==> src/rtl/channel_transport_cfg.svh <==
// Constants of the channel transport command handler
// Summary of operation
// - Reject unsupported or malformed revision requests
// - Without legacy support, reject revision zero
// - Reject commands outside the selected revision
// - Reject selecting a different revision later
// - Revision unset while subchannel is disabled
// - Early commands: reject, or adopt revision zero
// - Queue config read returns maximum queue size from QMAX
// - Modern set-queue layout; reserved word ignored
// - Revision zero uses legacy set-queue layout
// - Refused status write keeps status, rejects
// - Status read returns status from revision two
// - Feature block: little-endian word plus index
// - Config commands move whole configuration space
// - Classic setup rejected after adapter setup
// - Classic indicator address is 64 bits
// - Config-change indicator has its own address
// - Adapter block: summary, area, bit, subclass
// - One indicator bit per queue, MSB first
// - Multi-byte fields big-endian except features
`ifndef CHANNEL_TRANSPORT_CFG_SVH
`define CHANNEL_TRANSPORT_CFG_SVH
// Channel command codes
`define CMD_SET_QUEUE 8'h13
`define CMD_DEV_RESET 8'h33
`define CMD_CLASSIC_IND 8'h43
`define CMD_CFG_IND 8'h53
`define CMD_ADAPTER_IND 8'h73
`define CMD_RD_FEAT 8'h12
`define CMD_WR_FEAT 8'h11
`define CMD_RD_CFG 8'h22
`define CMD_WR_CFG 8'h21
`define CMD_WR_STATUS 8'h31
`define CMD_RD_QCFG 8'h32
`define CMD_SET_REV 8'h83
`define CMD_RD_STATUS 8'h72
// Revisions
`define REV_MAX 2'h2
`define REV_STATUS 2'h2
// Block lengths in bytes
`define LEN_REV 6'h04
`define LEN_VQ 6'h20
`define LEN_VQ_OLD 6'h10
`define LEN_QCFG_IN 6'h02
`define LEN_QCFG_OUT 6'h02
`define LEN_STATUS 6'h01
`define LEN_FEAT 6'h05
`define LEN_FEAT_OUT 6'h04
`define LEN_CFG 6'h04
`define LEN_IND 6'h08
`define LEN_ADAPTER 6'h19
// Field positions in the receive shift register
`define REV_ID_LSB 16
`define VQ_DESC_LSB 192
`define VQ_INDEX_LSB 144
`define VQ_NUM_LSB 128
`define VQ_AVAIL_LSB 64
`define OLD_ADDR_LSB 64
`define OLD_ALIGN_LSB 32
`define OLD_INDEX_LSB 16
`define AD_SUMMARY_LSB 136
`define AD_AREA_LSB 72
`define AD_BIT_LSB 8
// Register offsets
`define REG_CTRL 8'h00
`define REG_DEV_FEAT0 8'h04
`define REG_DEV_FEAT1 8'h08
`define REG_QMAX 8'h0C
`define REG_CFG 8'h10
`define REG_STATUS_MASK 8'h14
`define REG_STATE 8'h18
`define REG_DRV_FEAT0 8'h1C
`define REG_DRV_FEAT1 8'h20
// Reset values
`define CTRL_RST 1'h0
`define QMAX_RST 16'h0100
`define STATUS_MASK_RST 8'hFF
`endif

==> src/rtl/channel_transport_pkg.sv <==
// Types of the channel transport command handler
package channel_transport_pkg;
	// Command sequencer, Gray along idle-receive-execute-transmit
	typedef enum logic [1:0] {
		ST_IDLE = 2'h0,
		ST_RX = 2'h1,
		ST_EXEC = 2'h3,
		ST_TX = 2'h2
	} state_type;
	// Queue indicator mode
	typedef enum logic [1:0] {
		IND_NONE = 2'h0,
		IND_CLASSIC = 2'h1,
		IND_ADAPTER = 2'h2
	} ind_mode_type;
endpackage

==> src/rtl/channel_transport_command_handler.sv <==
// Device-side interpreter of transport-specific channel commands
`timescale 1ns/10ps
`include "channel_transport_cfg.svh"
module channel_transport_command_handler (
	input wire logic clk_sys_i, // 40 MHz clock
	input wire logic rst_n_i, // Synchronous reset
	input wire logic subch_enable_i, // Subchannel enabled
	input wire logic cmd_valid_i, // Command start pulse
	input wire logic [7:0] cmd_code_i, // Command code
	input wire logic [15:0] cmd_len_i, // Data count of command
	input wire logic din_valid_i, // Guest data byte valid
	input wire logic [7:0] din_i, // Guest data byte
	output logic din_ready_o, // Ready for guest bytes
	output logic dout_valid_o, // Device data byte valid
	output logic [7:0] dout_o, // Device data byte
	output logic done_o, // Command ended pulse
	output logic reject_o, // Unit check, command reject
	input wire logic [7:0] reg_addr_i, // Register address
	input wire logic [31:0] reg_wdata_i, // Register write data
	input wire logic reg_wr_i, // Register write strobe
	input wire logic reg_rd_i, // Register read strobe
	output logic [31:0] reg_rdata_o, // Register read data
	output logic q_wr_o, // Queue programmed pulse
	output logic [15:0] q_index_o, // Queue index
	output logic [15:0] q_num_o, // Queue size
	output logic [63:0] q_desc_o, // Descriptor or legacy queue address
	output logic [31:0] q_align_o, // Legacy alignment
	output logic [63:0] q_avail_o, // Available area address
	output logic [63:0] q_used_o, // Used area address
	output logic [63:0] classic_ind_addr_o, // Classic indicators
	output logic [63:0] cfg_ind_addr_o, // Config-change indicators
	output logic [63:0] summary_addr_o, // Summary byte address
	output logic [63:0] ind_area_addr_o, // Indicator area address
	output logic [63:0] start_bit_o, // First queue bit
	output logic [7:0] irq_subclass_o, // Adapter subclass
	output logic [1:0] ind_mode_o, // Indicator mode
	output logic [7:0] status_o, // Device status
	input wire logic notify_i, // Queue notify request
	input wire logic [15:0] notify_q_i, // Queue to notify
	output logic notify_o, // Indicator bit to set
	output logic [63:0] notify_addr_o, // Byte holding the bit
	output logic [7:0] notify_mask_o // Bit within the byte
);
	// ****************************************************************
	// Declarations
	// ****************************************************************
	channel_transport_pkg::state_type state_q;
	channel_transport_pkg::ind_mode_type mode_q;
	logic [7:0] code_q;
	logic [5:0] cnt_q;
	logic [5:0] out_len_q;
	logic [31:0] out_q;
	logic [255:0] rx_q;
	logic rev_set_q;
	logic implied_q;
	logic [1:0] rev_q;
	logic legacy_ok_q;
	logic [15:0] qmax_q;
	logic [31:0] cfg_q;
	logic [7:0] status_mask_q;
	logic [31:0] dev_feat_q [0:1];
	logic [31:0] drv_feat_q [0:1];
	logic [1:0] eff_rev;
	logic known;
	logic [5:0] need_in;
	logic [5:0] need_out;
	logic [5:0] need;
	logic dec_rej;
	logic exec_rej;
	logic [31:0] feat_word;
	logic [15:0] new_rev;
	logic [63:0] bit_pos;
	logic exec;
	logic [7:0] status_q;

	assign status_o = status_q;
	assign ind_mode_o = mode_q;

	// ****************************************************************
	// Decode
	// ****************************************************************
	// Revision in force: an unset revision decodes as zero
	assign eff_rev = rev_set_q ? rev_q : 2'h0;
	assign exec = (state_q == channel_transport_pkg::ST_EXEC);
	assign new_rev = rx_q[`REV_ID_LSB +: 16];

	// Byte counts each command moves
	always_comb begin
		known = 1'b1;
		need_in = 6'h00;
		need_out = 6'h00;
		case (cmd_code_i)
			`CMD_SET_REV: need_in = `LEN_REV;
			`CMD_SET_QUEUE: need_in = (eff_rev == 2'h0) ? `LEN_VQ_OLD : `LEN_VQ;
			`CMD_RD_QCFG: begin
				need_in = `LEN_QCFG_IN;
				need_out = `LEN_QCFG_OUT;
			end
			`CMD_WR_STATUS: need_in = `LEN_STATUS;
			`CMD_RD_STATUS: need_out = `LEN_STATUS;
			`CMD_WR_FEAT: need_in = `LEN_FEAT;
			`CMD_RD_FEAT: begin
				need_in = `LEN_FEAT;
				need_out = `LEN_FEAT_OUT;
			end
			`CMD_RD_CFG: need_out = `LEN_CFG;
			`CMD_WR_CFG: need_in = `LEN_CFG;
			`CMD_CLASSIC_IND: need_in = `LEN_IND;
			`CMD_CFG_IND: need_in = `LEN_IND;
			`CMD_ADAPTER_IND: need_in = `LEN_ADAPTER;
			`CMD_DEV_RESET: need_in = 6'h00;
			default: known = 1'b0;
		endcase
		need = (need_in > need_out) ? need_in : need_out;
	end

	// Refusal before any data moves; a short buffer cannot be processed
	assign dec_rej = !known
		|| (!rev_set_q && cmd_code_i != `CMD_SET_REV && !legacy_ok_q)
		|| (cmd_code_i == `CMD_RD_STATUS && eff_rev < `REV_STATUS)
		|| (cmd_code_i == `CMD_SET_REV && implied_q)
		|| (cmd_len_i < {10'h000, need});

	// Refusal once the block is in
	always_comb begin
		exec_rej = 1'b0;
		case (code_q)
			`CMD_SET_REV: exec_rej = new_rev > {14'h0000, `REV_MAX}
				|| rx_q[15:0] != 16'h0000
				|| (new_rev == 16'h0000 && !legacy_ok_q)
				|| (rev_set_q && new_rev[1:0] != rev_q);
			`CMD_WR_STATUS: exec_rej = |(rx_q[7:0] & ~status_mask_q);
			`CMD_CLASSIC_IND: exec_rej = (mode_q == channel_transport_pkg::IND_ADAPTER);
			`CMD_ADAPTER_IND: exec_rej = (mode_q == channel_transport_pkg::IND_CLASSIC);
			default: exec_rej = 1'b0;
		endcase
	end

	// Feature word selected by the block's index byte
	assign feat_word = (rx_q[7:1] == 7'h00) ? dev_feat_q[rx_q[0]] : 32'h0000_0000;

	// ****************************************************************
	// Sequencer
	// ****************************************************************
	// Commands arriving while busy are ignored; the channel waits for done
	always_ff @(posedge clk_sys_i) begin
		done_o <= 1'b0;
		dout_valid_o <= 1'b0;
		if (!rst_n_i) begin
			state_q <= channel_transport_pkg::ST_IDLE;
			code_q <= 8'h00;
			cnt_q <= 6'h00;
			out_len_q <= 6'h00;
			out_q <= 32'h0000_0000;
			rx_q <= '0;
			din_ready_o <= 1'b0;
			dout_o <= 8'h00;
			reject_o <= 1'b0;
		end else begin
			case (state_q)
				channel_transport_pkg::ST_IDLE: begin
					if (cmd_valid_i) begin
						code_q <= cmd_code_i;
						out_len_q <= need_out;
						cnt_q <= need_in;
						reject_o <= dec_rej;
						if (dec_rej) begin
							done_o <= 1'b1;
						end else if (need_in != 6'h00) begin
							din_ready_o <= 1'b1;
							state_q <= channel_transport_pkg::ST_RX;
						end else begin
							state_q <= channel_transport_pkg::ST_EXEC;
						end
					end
				end
				channel_transport_pkg::ST_RX: begin
					if (din_valid_i) begin
						rx_q <= {rx_q[247:0], din_i}; // first byte most significant
						cnt_q <= cnt_q - 6'h01;
						if (cnt_q == 6'h01) begin
							din_ready_o <= 1'b0;
							state_q <= channel_transport_pkg::ST_EXEC;
						end
					end
				end
				channel_transport_pkg::ST_EXEC: begin
					reject_o <= exec_rej;
					cnt_q <= out_len_q;
					case (code_q)
						`CMD_RD_QCFG: out_q <= {qmax_q, 16'h0000};
						`CMD_RD_STATUS: out_q <= {status_q, 24'h000000};
						`CMD_RD_FEAT: out_q <= {feat_word[7:0], feat_word[15:8],
							feat_word[23:16], feat_word[31:24]};
						`CMD_RD_CFG: out_q <= cfg_q;
						default: out_q <= 32'h0000_0000;
					endcase
					if (exec_rej || out_len_q == 6'h00) begin
						done_o <= 1'b1;
						state_q <= channel_transport_pkg::ST_IDLE;
					end else begin
						state_q <= channel_transport_pkg::ST_TX;
					end
				end
				channel_transport_pkg::ST_TX: begin
					dout_valid_o <= 1'b1;
					dout_o <= out_q[31:24];
					out_q <= {out_q[23:0], 8'h00};
					cnt_q <= cnt_q - 6'h01;
					if (cnt_q == 6'h01) begin
						done_o <= 1'b1;
						state_q <= channel_transport_pkg::ST_IDLE;
					end
				end
				default: state_q <= channel_transport_pkg::ST_IDLE;
			endcase
		end
	end

	// ****************************************************************
	// Revision
	// ****************************************************************
	// Forgotten whenever the subchannel is off, so enabling starts unset
	always_ff @(posedge clk_sys_i) begin
		if (!rst_n_i || !subch_enable_i) begin
			rev_set_q <= 1'b0;
			implied_q <= 1'b0;
			rev_q <= 2'h0;
		end else if (state_q == channel_transport_pkg::ST_IDLE && cmd_valid_i && !dec_rej
			&& !rev_set_q && cmd_code_i != `CMD_SET_REV) begin
			rev_set_q <= 1'b1; // legacy driver assumed
			implied_q <= 1'b1;
			rev_q <= 2'h0;
		end else if (exec && code_q == `CMD_SET_REV && !exec_rej) begin
			rev_set_q <= 1'b1;
			rev_q <= new_rev[1:0];
		end
	end

	// ****************************************************************
	// Status and indicators
	// ****************************************************************
	// Status changes only when accepted; reset command clears it
	always_ff @(posedge clk_sys_i) begin
		if (!rst_n_i) begin
			status_q <= 8'h00;
		end else if (exec && code_q == `CMD_WR_STATUS && !exec_rej) begin
			status_q <= rx_q[7:0];
		end else if (exec && code_q == `CMD_DEV_RESET) begin
			status_q <= 8'h00;
		end
	end

	// Indicator addresses; classic and adapter modes exclude each other
	always_ff @(posedge clk_sys_i) begin
		if (!rst_n_i) begin
			mode_q <= channel_transport_pkg::IND_NONE;
			classic_ind_addr_o <= 64'h0;
			cfg_ind_addr_o <= 64'h0;
			summary_addr_o <= 64'h0;
			ind_area_addr_o <= 64'h0;
			start_bit_o <= 64'h0;
			irq_subclass_o <= 8'h00;
		end else if (exec && !exec_rej) begin
			case (code_q)
				`CMD_CLASSIC_IND: begin
					classic_ind_addr_o <= rx_q[63:0];
					mode_q <= channel_transport_pkg::IND_CLASSIC;
				end
				`CMD_CFG_IND: cfg_ind_addr_o <= rx_q[63:0];
				`CMD_ADAPTER_IND: begin
					summary_addr_o <= rx_q[`AD_SUMMARY_LSB +: 64];
					ind_area_addr_o <= rx_q[`AD_AREA_LSB +: 64];
					start_bit_o <= rx_q[`AD_BIT_LSB +: 64];
					irq_subclass_o <= rx_q[7:0];
					mode_q <= channel_transport_pkg::IND_ADAPTER;
				end
				`CMD_DEV_RESET: mode_q <= channel_transport_pkg::IND_NONE;
				default: mode_q <= mode_q;
			endcase
		end
	end

	// Adapter notify: bit zero is the MSB of the area's first byte
	assign bit_pos = start_bit_o + {48'h0, notify_q_i};
	always_ff @(posedge clk_sys_i) begin
		if (!rst_n_i) begin
			notify_o <= 1'b0;
			notify_addr_o <= 64'h0;
			notify_mask_o <= 8'h00;
		end else begin
			notify_o <= notify_i && mode_q == channel_transport_pkg::IND_ADAPTER;
			notify_addr_o <= ind_area_addr_o + {3'h0, bit_pos[63:3]};
			notify_mask_o <= 8'h80 >> bit_pos[2:0];
		end
	end

	// ****************************************************************
	// Queue programming
	// ****************************************************************
	// Reserved word is never looked at; layout follows the revision
	always_ff @(posedge clk_sys_i) begin
		q_wr_o <= 1'b0;
		if (!rst_n_i) begin
			q_index_o <= 16'h0000;
			q_num_o <= 16'h0000;
			q_desc_o <= 64'h0;
			q_align_o <= 32'h0000_0000;
			q_avail_o <= 64'h0;
			q_used_o <= 64'h0;
		end else if (exec && code_q == `CMD_SET_QUEUE) begin
			q_wr_o <= 1'b1;
			if (eff_rev == 2'h0) begin
				q_desc_o <= rx_q[`OLD_ADDR_LSB +: 64];
				q_align_o <= rx_q[`OLD_ALIGN_LSB +: 32];
				q_index_o <= rx_q[`OLD_INDEX_LSB +: 16];
				q_num_o <= rx_q[15:0];
				q_avail_o <= 64'h0;
				q_used_o <= 64'h0;
			end else begin
				q_desc_o <= rx_q[`VQ_DESC_LSB +: 64];
				q_index_o <= rx_q[`VQ_INDEX_LSB +: 16];
				q_num_o <= rx_q[`VQ_NUM_LSB +: 16];
				q_avail_o <= rx_q[`VQ_AVAIL_LSB +: 64];
				q_used_o <= rx_q[63:0];
				q_align_o <= 32'h0000_0000;
			end
		end
	end

	// ****************************************************************
	// Register port and feature words
	// ****************************************************************
	// Guest config write wins over a host write in the same cycle
	always_ff @(posedge clk_sys_i) begin
		if (!rst_n_i) begin
			legacy_ok_q <= `CTRL_RST;
			qmax_q <= `QMAX_RST;
			cfg_q <= 32'h0000_0000;
			status_mask_q <= `STATUS_MASK_RST;
			dev_feat_q[0] <= 32'h0000_0000;
			dev_feat_q[1] <= 32'h0000_0000;
		end else begin
			if (reg_wr_i) begin
				case (reg_addr_i)
					`REG_CTRL: legacy_ok_q <= reg_wdata_i[0];
					`REG_DEV_FEAT0: dev_feat_q[0] <= reg_wdata_i;
					`REG_DEV_FEAT1: dev_feat_q[1] <= reg_wdata_i;
					`REG_QMAX: qmax_q <= reg_wdata_i[15:0];
					`REG_CFG: cfg_q <= reg_wdata_i;
					`REG_STATUS_MASK: status_mask_q <= reg_wdata_i[7:0];
					default: qmax_q <= qmax_q;
				endcase
			end
			if (exec && code_q == `CMD_WR_CFG) begin
				cfg_q <= rx_q[31:0];
			end
		end
	end

	// Driver feature words, little-endian in the block
	always_ff @(posedge clk_sys_i) begin
		if (!rst_n_i) begin
			drv_feat_q[0] <= 32'h0000_0000;
			drv_feat_q[1] <= 32'h0000_0000;
		end else if (exec && code_q == `CMD_WR_FEAT && rx_q[7:1] == 7'h00) begin
			drv_feat_q[rx_q[0]] <= {rx_q[15:8], rx_q[23:16], rx_q[31:24], rx_q[39:32]};
		end
	end

	// Read data stands only in the cycle after each strobe cycle; unmapped reads give zero
	always_ff @(posedge clk_sys_i) begin
		if (!rst_n_i || !reg_rd_i) begin
			reg_rdata_o <= 32'h0000_0000;
		end else begin
			case (reg_addr_i)
				`REG_CTRL: reg_rdata_o <= {31'h0, legacy_ok_q};
				`REG_DEV_FEAT0: reg_rdata_o <= dev_feat_q[0];
				`REG_DEV_FEAT1: reg_rdata_o <= dev_feat_q[1];
				`REG_QMAX: reg_rdata_o <= {16'h0000, qmax_q};
				`REG_CFG: reg_rdata_o <= cfg_q;
				`REG_STATUS_MASK: reg_rdata_o <= {24'h000000, status_mask_q};
				`REG_STATE: reg_rdata_o <= {16'h0000, 2'h0, mode_q, rev_set_q, implied_q,
					rev_q, status_q};
				`REG_DRV_FEAT0: reg_rdata_o <= drv_feat_q[0];
				`REG_DRV_FEAT1: reg_rdata_o <= drv_feat_q[1];
				default: reg_rdata_o <= 32'h0000_0000;
			endcase
		end
	end

	// ****************************************************************
	// Assertions
	// ****************************************************************
	a_rev_too_high: assert property (@(posedge clk_sys_i) disable iff (!rst_n_i)
		exec && code_q == `CMD_SET_REV && new_rev > 16'h0002 |=> done_o && reject_o)
		else $error("revision above two not rejected");
	a_rev_zero_refused: assert property (@(posedge clk_sys_i) disable iff (!rst_n_i)
		exec && code_q == `CMD_SET_REV && new_rev == 16'h0000 && !legacy_ok_q && subch_enable_i
		|=> reject_o && rev_set_q == $past(rev_set_q))
		else $error("revision zero accepted without legacy support");
	a_status_read_rev: assert property (@(posedge clk_sys_i) disable iff (!rst_n_i)
		state_q == channel_transport_pkg::ST_IDLE && cmd_valid_i
		&& cmd_code_i == `CMD_RD_STATUS && rev_q < 2'h2 |=> done_o && reject_o)
		else $error("status read allowed below revision two");
	a_rev_kept: assert property (@(posedge clk_sys_i) disable iff (!rst_n_i)
		rev_set_q && subch_enable_i |=> rev_q == $past(rev_q) && rev_set_q)
		else $error("selected revision changed");
	a_rev_unset_off: assert property (@(posedge clk_sys_i) disable iff (!rst_n_i)
		!subch_enable_i |=> !rev_set_q)
		else $error("revision survives disabled subchannel");
	a_early_cmd: assert property (@(posedge clk_sys_i) disable iff (!rst_n_i)
		state_q == channel_transport_pkg::ST_IDLE && cmd_valid_i && !rev_set_q
		&& cmd_code_i != `CMD_SET_REV && !legacy_ok_q |=> reject_o && done_o)
		else $error("command before revision not rejected");
	a_status_refused: assert property (@(posedge clk_sys_i) disable iff (!rst_n_i)
		exec && code_q == `CMD_WR_STATUS && exec_rej |=> $stable(status_q) && reject_o)
		else $error("refused status write changed status");
	a_classic_excluded: assert property (@(posedge clk_sys_i) disable iff (!rst_n_i)
		exec && code_q == `CMD_CLASSIC_IND && mode_q == channel_transport_pkg::IND_ADAPTER
		|=> reject_o ##0 mode_q == channel_transport_pkg::IND_ADAPTER)
		else $error("classic setup accepted after adapter setup");
	a_queue_fields: assert property (@(posedge clk_sys_i) disable iff (!rst_n_i)
		exec && code_q == `CMD_SET_QUEUE && rev_q != 2'h0 && rev_set_q
		|=> q_wr_o && q_num_o == rx_q[`VQ_NUM_LSB +: 16] && q_used_o == rx_q[63:0])
		else $error("set-queue fields misplaced");
endmodule

==> config.mk <==
export PLATFORM = sky130hd
export DESIGN_NAME = channel_transport_command_handler
export DESIGN_NICKNAME = d
export VERILOG_FILES = /design/src/rtl/channel_transport_pkg.sv /design/src/rtl/channel_transport_command_handler.sv
export VERILOG_INCLUDE_DIRS = /design/src /design/src/rtl
export SDC_FILE = /design/constraint.sdc
export NUM_CORES = 2
export LEC_CHECK = 0
export ABC_AREA = 1
export BUFFER_PORTS_ARGS = -buffer_cell sky130_fd_sc_hd__buf_2
export CAP_MARGIN = 0
export CORE_MARGIN = 3
export CORE_UTILIZATION = 24
export CTS_CLUSTER_SIZE = 28
export DETAILED_ROUTE_END_ITERATION = 12
export PLACE_DENSITY = 0.5
export SYNTH_ARGS = -nofsm -noshare
export SYNTH_HDL_FRONTEND = slang
export SYNTH_SLANG_ARGS = --single-unit
==> constraint.sdc <==
create_clock -name clk_sys_i -period 4.95 [get_ports clk_sys_i]
set_input_delay 0.2475 -clock clk_sys_i [delete_from_list [all_inputs] [get_ports clk_sys_i]]
set_output_delay 0.2475 -clock clk_sys_i [all_outputs]
set_load 0.005 [all_outputs]
==> Word level (Yosys, flattened, before mapping) <==
Memory sizes are Yosys's and may differ from the RTL's. A register that Yosys moved wholly into a read port is not among the register bits.
Cells that the tools add are included.
{ "op_classes": {"eq_ne": 48, "muxes": 70, "reduce_logical": 77, "magnitude_cmp": 4, "n_shift": 1, "n_addsub": 3, "n_bitwise": 4} }
{ "ops": {"columns": ["cell", "n"], "rows": [
  ["one-hot mux 32 bit (9 select lines)", 1],
  ["two-way mux 32 bit", 8],
  ["two-way mux 64 bit", 3],
  ["one-hot mux 32 bit (4 select lines)", 1],
  ["== test 8 x 6 -> 1 bit (second input constant)", 11],
  ["== test 8 x 5 -> 1 bit (second input constant)", 10],
  ["adder 64 x 16 -> 64 bit", 1],
  ["adder 64 x 61 -> 64 bit", 1],
  ["== test 8 x 7 -> 1 bit (second input constant)", 8],
  ["one-hot mux 32 bit (2 select lines)", 1],
  ["one-hot mux 6 bit (7 select lines)", 1],
  ["two-way mux 16 bit", 2],
  ["OR reduction 32 bit", 1],
  ["two-way mux 1 bit", 31],
  ["two-way mux 6 bit", 4],
  ["one-hot mux 6 bit (4 select lines)", 1],
  ["AND reduction 2 bit", 12],
  ["logical AND 1 bit", 21],
  ["== test 8 x 4 -> 1 bit (second input constant)", 2],
  ["== test 8 bit (second input constant)", 2],
  ["greater-than comparator 16 x 2 -> 1 bit (second input constant)", 1],
  ["zero test 16 bit", 1],
  ["< comparator 16 x 6 -> 1 bit", 1],
  ["two-way mux 2 bit", 8],
  ["36 further kinds", 74]
]} }
{ "totals": {"ram_bits": 128, "wordCells": 246, "memories": 2, "in_bits": 96, "ff_bits": 1083, "output_inout_bits": 712} }
{ "memory_table": {"columns": ["name", "depth", "word_bits", "read_ports", "rd_clocked_by_memory_dff", "write_ports", "line", "rtl"], "rows": [
  ["dev_feat_q", 2, 32, 3, 1, 2, "channel_transport_command_handler.sv:61", "logic [31:0] dev_feat_q [0:1];"],
  ["drv_feat_q", 2, 32, 2, 0, 2, "channel_transport_command_handler.sv:62", "logic [31:0] drv_feat_q [0:1];"]
]} }

==> Logic depth before layout (Yosys ltp) <==
{ "logic_depth": {"word_depth": 13, "ltp_mapped": 32, "depth_no_buf": 32} }

==> Worst setup path before layout <==
Ideal clock, no wire load.
{ "synth_path": {"kind": "register to register", "startpoint": "reg start_bit_o[0]", "endpoint": "reg notify_addr_o[43]", "t_required_ps": 4837, "path_stages_with_launch": 30, "t_arrival_ps": 3926, "period_less_slack_ps": 4039, "setup_slack_ps": 911, "setup_ps": 113, "n_path_buf": 0, "path_cell_list": "dfxtp_1 > ha_1 > fa_1 > nand3_1 > nand2_1 > nand2_1 > nand2_1 > nand2_1 > nand2_1 > a21oi_1 > inv_1 > nand2_1 > nand2_1 > inv_1 > o21ai_0 > nand2_1 > xor2_1 > ha_1 > nand2_1 > nor2_1 > nand2_1 > inv_1 > nand3_1 > o211ai_1 > a21boi_0 > o21a_1 > o21ai_0 > nand2_1 > nand2_1 > nor2_1"} }
{ "synth_via": {"elab_chain_len": 2} }
{ "synth_lines": {"columns": ["element", "line", "rtl"], "rows": [
  ["start, declared", "channel_transport_command_handler.sv:34", "output logic [63:0] start_bit_o,"],
  ["start signal, assigned", "channel_transport_command_handler.sv:274", "start_bit_o <= rx_q[`AD_BIT_LSB +: 64];"],
  ["adder 64 x 16 -> 64 bit", "channel_transport_command_handler.sv:285", "assign bit_pos = start_bit_o + {48'h0, notify_q_i};"],
  ["adder 64 x 61 -> 64 bit", "channel_transport_command_handler.sv:293", "notify_addr_o <= ind_area_addr_o + {3'h0, bit_pos[63:3]};"],
  ["end signal, assigned", "channel_transport_command_handler.sv:293", null],
  ["end, declared", "channel_transport_command_handler.sv:41", "output logic [63:0] notify_addr_o,"]
]} }
Every way passes these cells.
A chain may end at the register's enable or synchronous reset.

==> Worst setup path in the final report <==
{ "layout_path": {"startpoint": "reg start_bit_o[2]", "endpoint": "reg notify_addr_o[56]"} }
Same word-level chain as after synthesis.

==> impl_metrics.py <==
metrics = {
    "logic_synthesis": {
        "yosysSeqAreaShare": 0.500,
        "synthCells": 6430,
        "synth_top_family_by_area": "compound AO/OA/AOI/OAI gates",
        "yosys.area_share.simple": 0.159,
        "synth_adder_area_share": 0.0229,
        "yosys.area.top_type": "dfxtp_1",
        "yosysMostFrequentCell": "dfxtp_1",
        "ys.flop_type": "dfxtp_1",
        "netlist_top_cells_area": "dfxtp_1 42%, o21ai_0 7.9%, edfxtp_1 7.5%, a21oi_1 6.6%, nand2_1 6.5%",
        "yosys.cell_types.count": 58,
        "synth-seq-cells": 1209,
        "syn_avg_cell_area_um2": 7.92,
        "yosysTopAreaCellShare": 0.425,
        "synth_compound_area_frac": 0.227,
        "synth_edf_count": 128,
        "ys_async_sr_fraction": 0,
        "ys_warn_count": 0,
        "syn_area_mm2": 0.0509,
        "yosys.area_share.xor_xnor": 0.00997,
        "synthMuxAreaShare": 0.00236,
        "synth_fp_nets": 6618,
        "synth_commonest_cells": "1081 x dfxtp_1, 876 x nand2_1, 800 x o21ai_0",
    },
    "setup_path": {
        "cp-startpoint": "start_bit_o[2]",
        "cp_data_arrival_time_ns": 5.33,
        "r2r_start": "start_bit_o[2]",
        "cp.required_ns": 5.65,
        "start_kind": "flop",
        "crit_path_end_kind": "flop",
        "path_class": "reg -> reg",
        "cp_max_fo": 5,
    },
    "drt": {
        "wl_per_cell_um": 27.5,
        "postRouteAntennaNets": 0,
        "vias": 51534,
        "drc_errors": 0,
        "drt-met1-wl_mm": 126,
        "routed.top_layer": "met5",
        "viasPerCell": 4.98,
        "drt-initial-drc-count": 5232,
        "wl_met3_mm": 23.5,
        "first_pass_iters": 5,
        "routed_wirelength_mm": 284,
        "wl_met2_mm": 117,
    },
    "clock_tree": {
        "h-tree-depth": 4,
        "cts_buffers": 148,
        "cts-root-buf": "clkbuf_16",
        "numClockSinks": 1209,
        "cts.clk_slew.worst_paths_ns": 0.06,
        "cts_tree": "done",
        "cts_max_path_buffers": 3,
        "clkLatencyLatePin_ns": 0.83,
        "cts_setup_buffers": 0,
    },
    "global_route": {
        "grt_overflow_total": 0,
        "grt_pass1_vias": 48900,
        "antenna_found_initial": 30,
        "grt_pass1_wl_mm": 390,
        "grt_max_degree": 220,
        "grtUsageTotal": 0.251,
    },
    "finish": {
        "fin_nets": 7610,
        "drive_above_1_share": 0.197,
        "multi_input_area_mm2": 0.0216,
        "instances_no_fill": 10355,
        "seq_area_mm2": 0.0255,
        "syn_to_final_growth_pct": 29.4,
        "fillers": 22790,
    },
    "sta": {
        "finalSetupTns_ns": 0,
        "slew_headroom": 0.235,
        "setup_viol": 0,
        "hold_viol": 0,
        "skew_ns": 0.0649,
        "worst_slew_pin_slew_ns": 1.15,
        "min_period_ns": 4.63,
        "worst_slack_ns": 0.323,
        "fmax_mhz": 216,
        "rsz0062_at_grt": "false",
        "finalCritPeriodShare": 0.935,
        "final_max_slew_viol_count": 0,
    },
    "die": {
        "start_util": 0.242,
        "dieArea_mm2": 0.218,
        "core_mm2": 0.210,
        "fp.dieW_um": 467,
        "num_rows": 168,
        "ios": 808,
        "die_h_um": 467,
    },
    "place": {
        "port_buffers": 807,
        "pre_cts_ws_ns": -0.0364,
        "hpwl_mm": 215,
        "place_congestion": 0.983,
        "post-place-cells": 10009,
    },
    "outcome": {
        "outcome": "finished, final reports clean",
    },
    "worst_hold_path": {
        "min_from": "reg_addr_i[4]",
        "hp-class": "in -> reg",
    },
    "power_and_ir_drop": {
        "total_power_mw": 26.1,
        "p_leak_nw": 26.8,
        "ir_worst_vdd_v": 0.000370,
        "p_per_area_mw_per_mm2": 396,
    },
    "run": {
        "drv_cap": 0,
    },
}
-- kinds of logic after synthesis --
| logic type | count (synthesis) |
|---|---|
| adders and majority gates | 92 |
| and+or+nand+nor | 1985 |
| muxes | 12 |
| xor gates and xnor gates | 58 |
| buffers and inverters | 1031 |
| DFF | 1209 |
| AOI/OAI and AO/OA | 2043 |
-- placed cells by master (no fill, tap or decap), drive strengths merged, types with 4 or more instances in the layout --
master,synthesis,layout
o21bai,9,9
and3,5,5
ha,90,90
o221ai,8,8
edfxtp,128,128
nand4,32,32
a211oi,100,100
mux2i,12,12
nor3,58,58
a21boi,4,4
a31oi,133,133
o21a,16,16
nand3b,7,7
xor2,49,49
o211ai,6,6
xnor2,9,9
o22ai,20,20
a221oi,27,27
buf,80,1184
diode,0,10
dlygate4sd3,0,68
inv,619,627
a41oi,24,24
o21ai,807,807
o31ai,161,161
o32ai,4,4
nor4,20,20
a21o,10,10
or2,5,5
nand3,263,263
clkinv,2,37
clkbuf,330,209
nor2,717,717
bufinv,0,13
a21oi,673,673
dfxtp,1081,1081
a22oi,26,26
nand2,876,876
-- what timing repair did --
action / CTS / global route
hold buffers: 68 / 0
pin swaps: 0 / 1
hold endpoints to repair: 226 / 0
gates resized for setup: 2 / 27
setup endpoints to repair: 4 / 30
-- layer usage --
metal | up-vias | global-route usage
li1 | 23908 | -
met1 | 24935 | 0.342
met2 | 2231 | 0.363
met3 | 448 | 0.0600
met4 | 12 | 0.132
met5 | - | 0
-- flip-flops by register name, indices dropped and copies added, names as in the netlist, 16 cells and up, named ones only --
register	count
ind_area_addr_o	64
q_used_o	64
q_index_o	16
classic_ind_addr_o	64
q_avail_o	64
q_desc_o	64
dev_feat_q	64
cfg_q	32
cfg_ind_addr_o	64
out_q	32
summary_addr_o	64
q_align_o	32
drv_feat_q	64
qmax_q	16
q_num_o	16
rx_q	256
reg_rdata_o	32
notify_addr_o	64
start_bit_o	64
-- where the power goes --
group	switching [mW]	total, mW	internal [mW]
registers	0.747	11.2	10.5
logic	2.44	3.24	0.801
clock network	4.78	11.6	6.81
-- worst max-delay path, cell delays in order, from the launching register on --
cell and delay [ns]:
dfxtp_1 0.33, ha_1 0.35, nand3_1 0.09, nand3_1 0.14, a21oi_2 0.10, o21ai_2 0.20
a21oi_1 0.13, o21ai_2 0.23, buf_4 0.16, nand2_1 0.05, o21ai_0 0.20, buf_4 0.24
nand2_1 0.09, xnor2_1 0.28, ha_1 0.34, buf_4 0.18, nand2_1 0.12, o21ai_0 0.20
a221oi_2 0.43, o21ai_0 0.15, a21oi_1 0.15, buf_4 0.12, inv_1 0.03, o21ai_0 0.14
a21oi_1 0.05
-- final timing paths --
kind / cells after the start / to / slack, ns
worst min register to register: 2 / cfg_ind_addr_o[12] / 0.44
worst max register to register: 24 / notify_addr_o[56] / 0.32
worst max-delay path: 24 / notify_addr_o[56] / 0.32
worst min-delay path: 6 / reg_rdata_o[31] / 0.08
-- final cells by class --
cell class,count,share of cell area
clock inverter,59,0.0130
clock buffer,209,0.0654
antenna,10,0.000380
timing repair buffer,1252,0.118
tap,2805,0.0532
multi-input combinational,4190,0.328
inverter,621,0.0359
sequential,1209,0.387
-- through the flow --
| stage | instance area, µm² | utilization | hold WS, ns |
|---|---|---|---|
| after floorplan | 50900 | - | 0.374 |
| after global placement | 60000 | 0.285 | 0.430 |
| after detailed placement | 60000 | 0.285 | 0.434 |
| after CTS | 65800 | 0.313 | 0.0201 |
| after global routing | 65900 | 0.313 | 0.0913 |
| final | 65900 | 0.313 | 0.0828 |
Power figures use the tool's default switching activity.
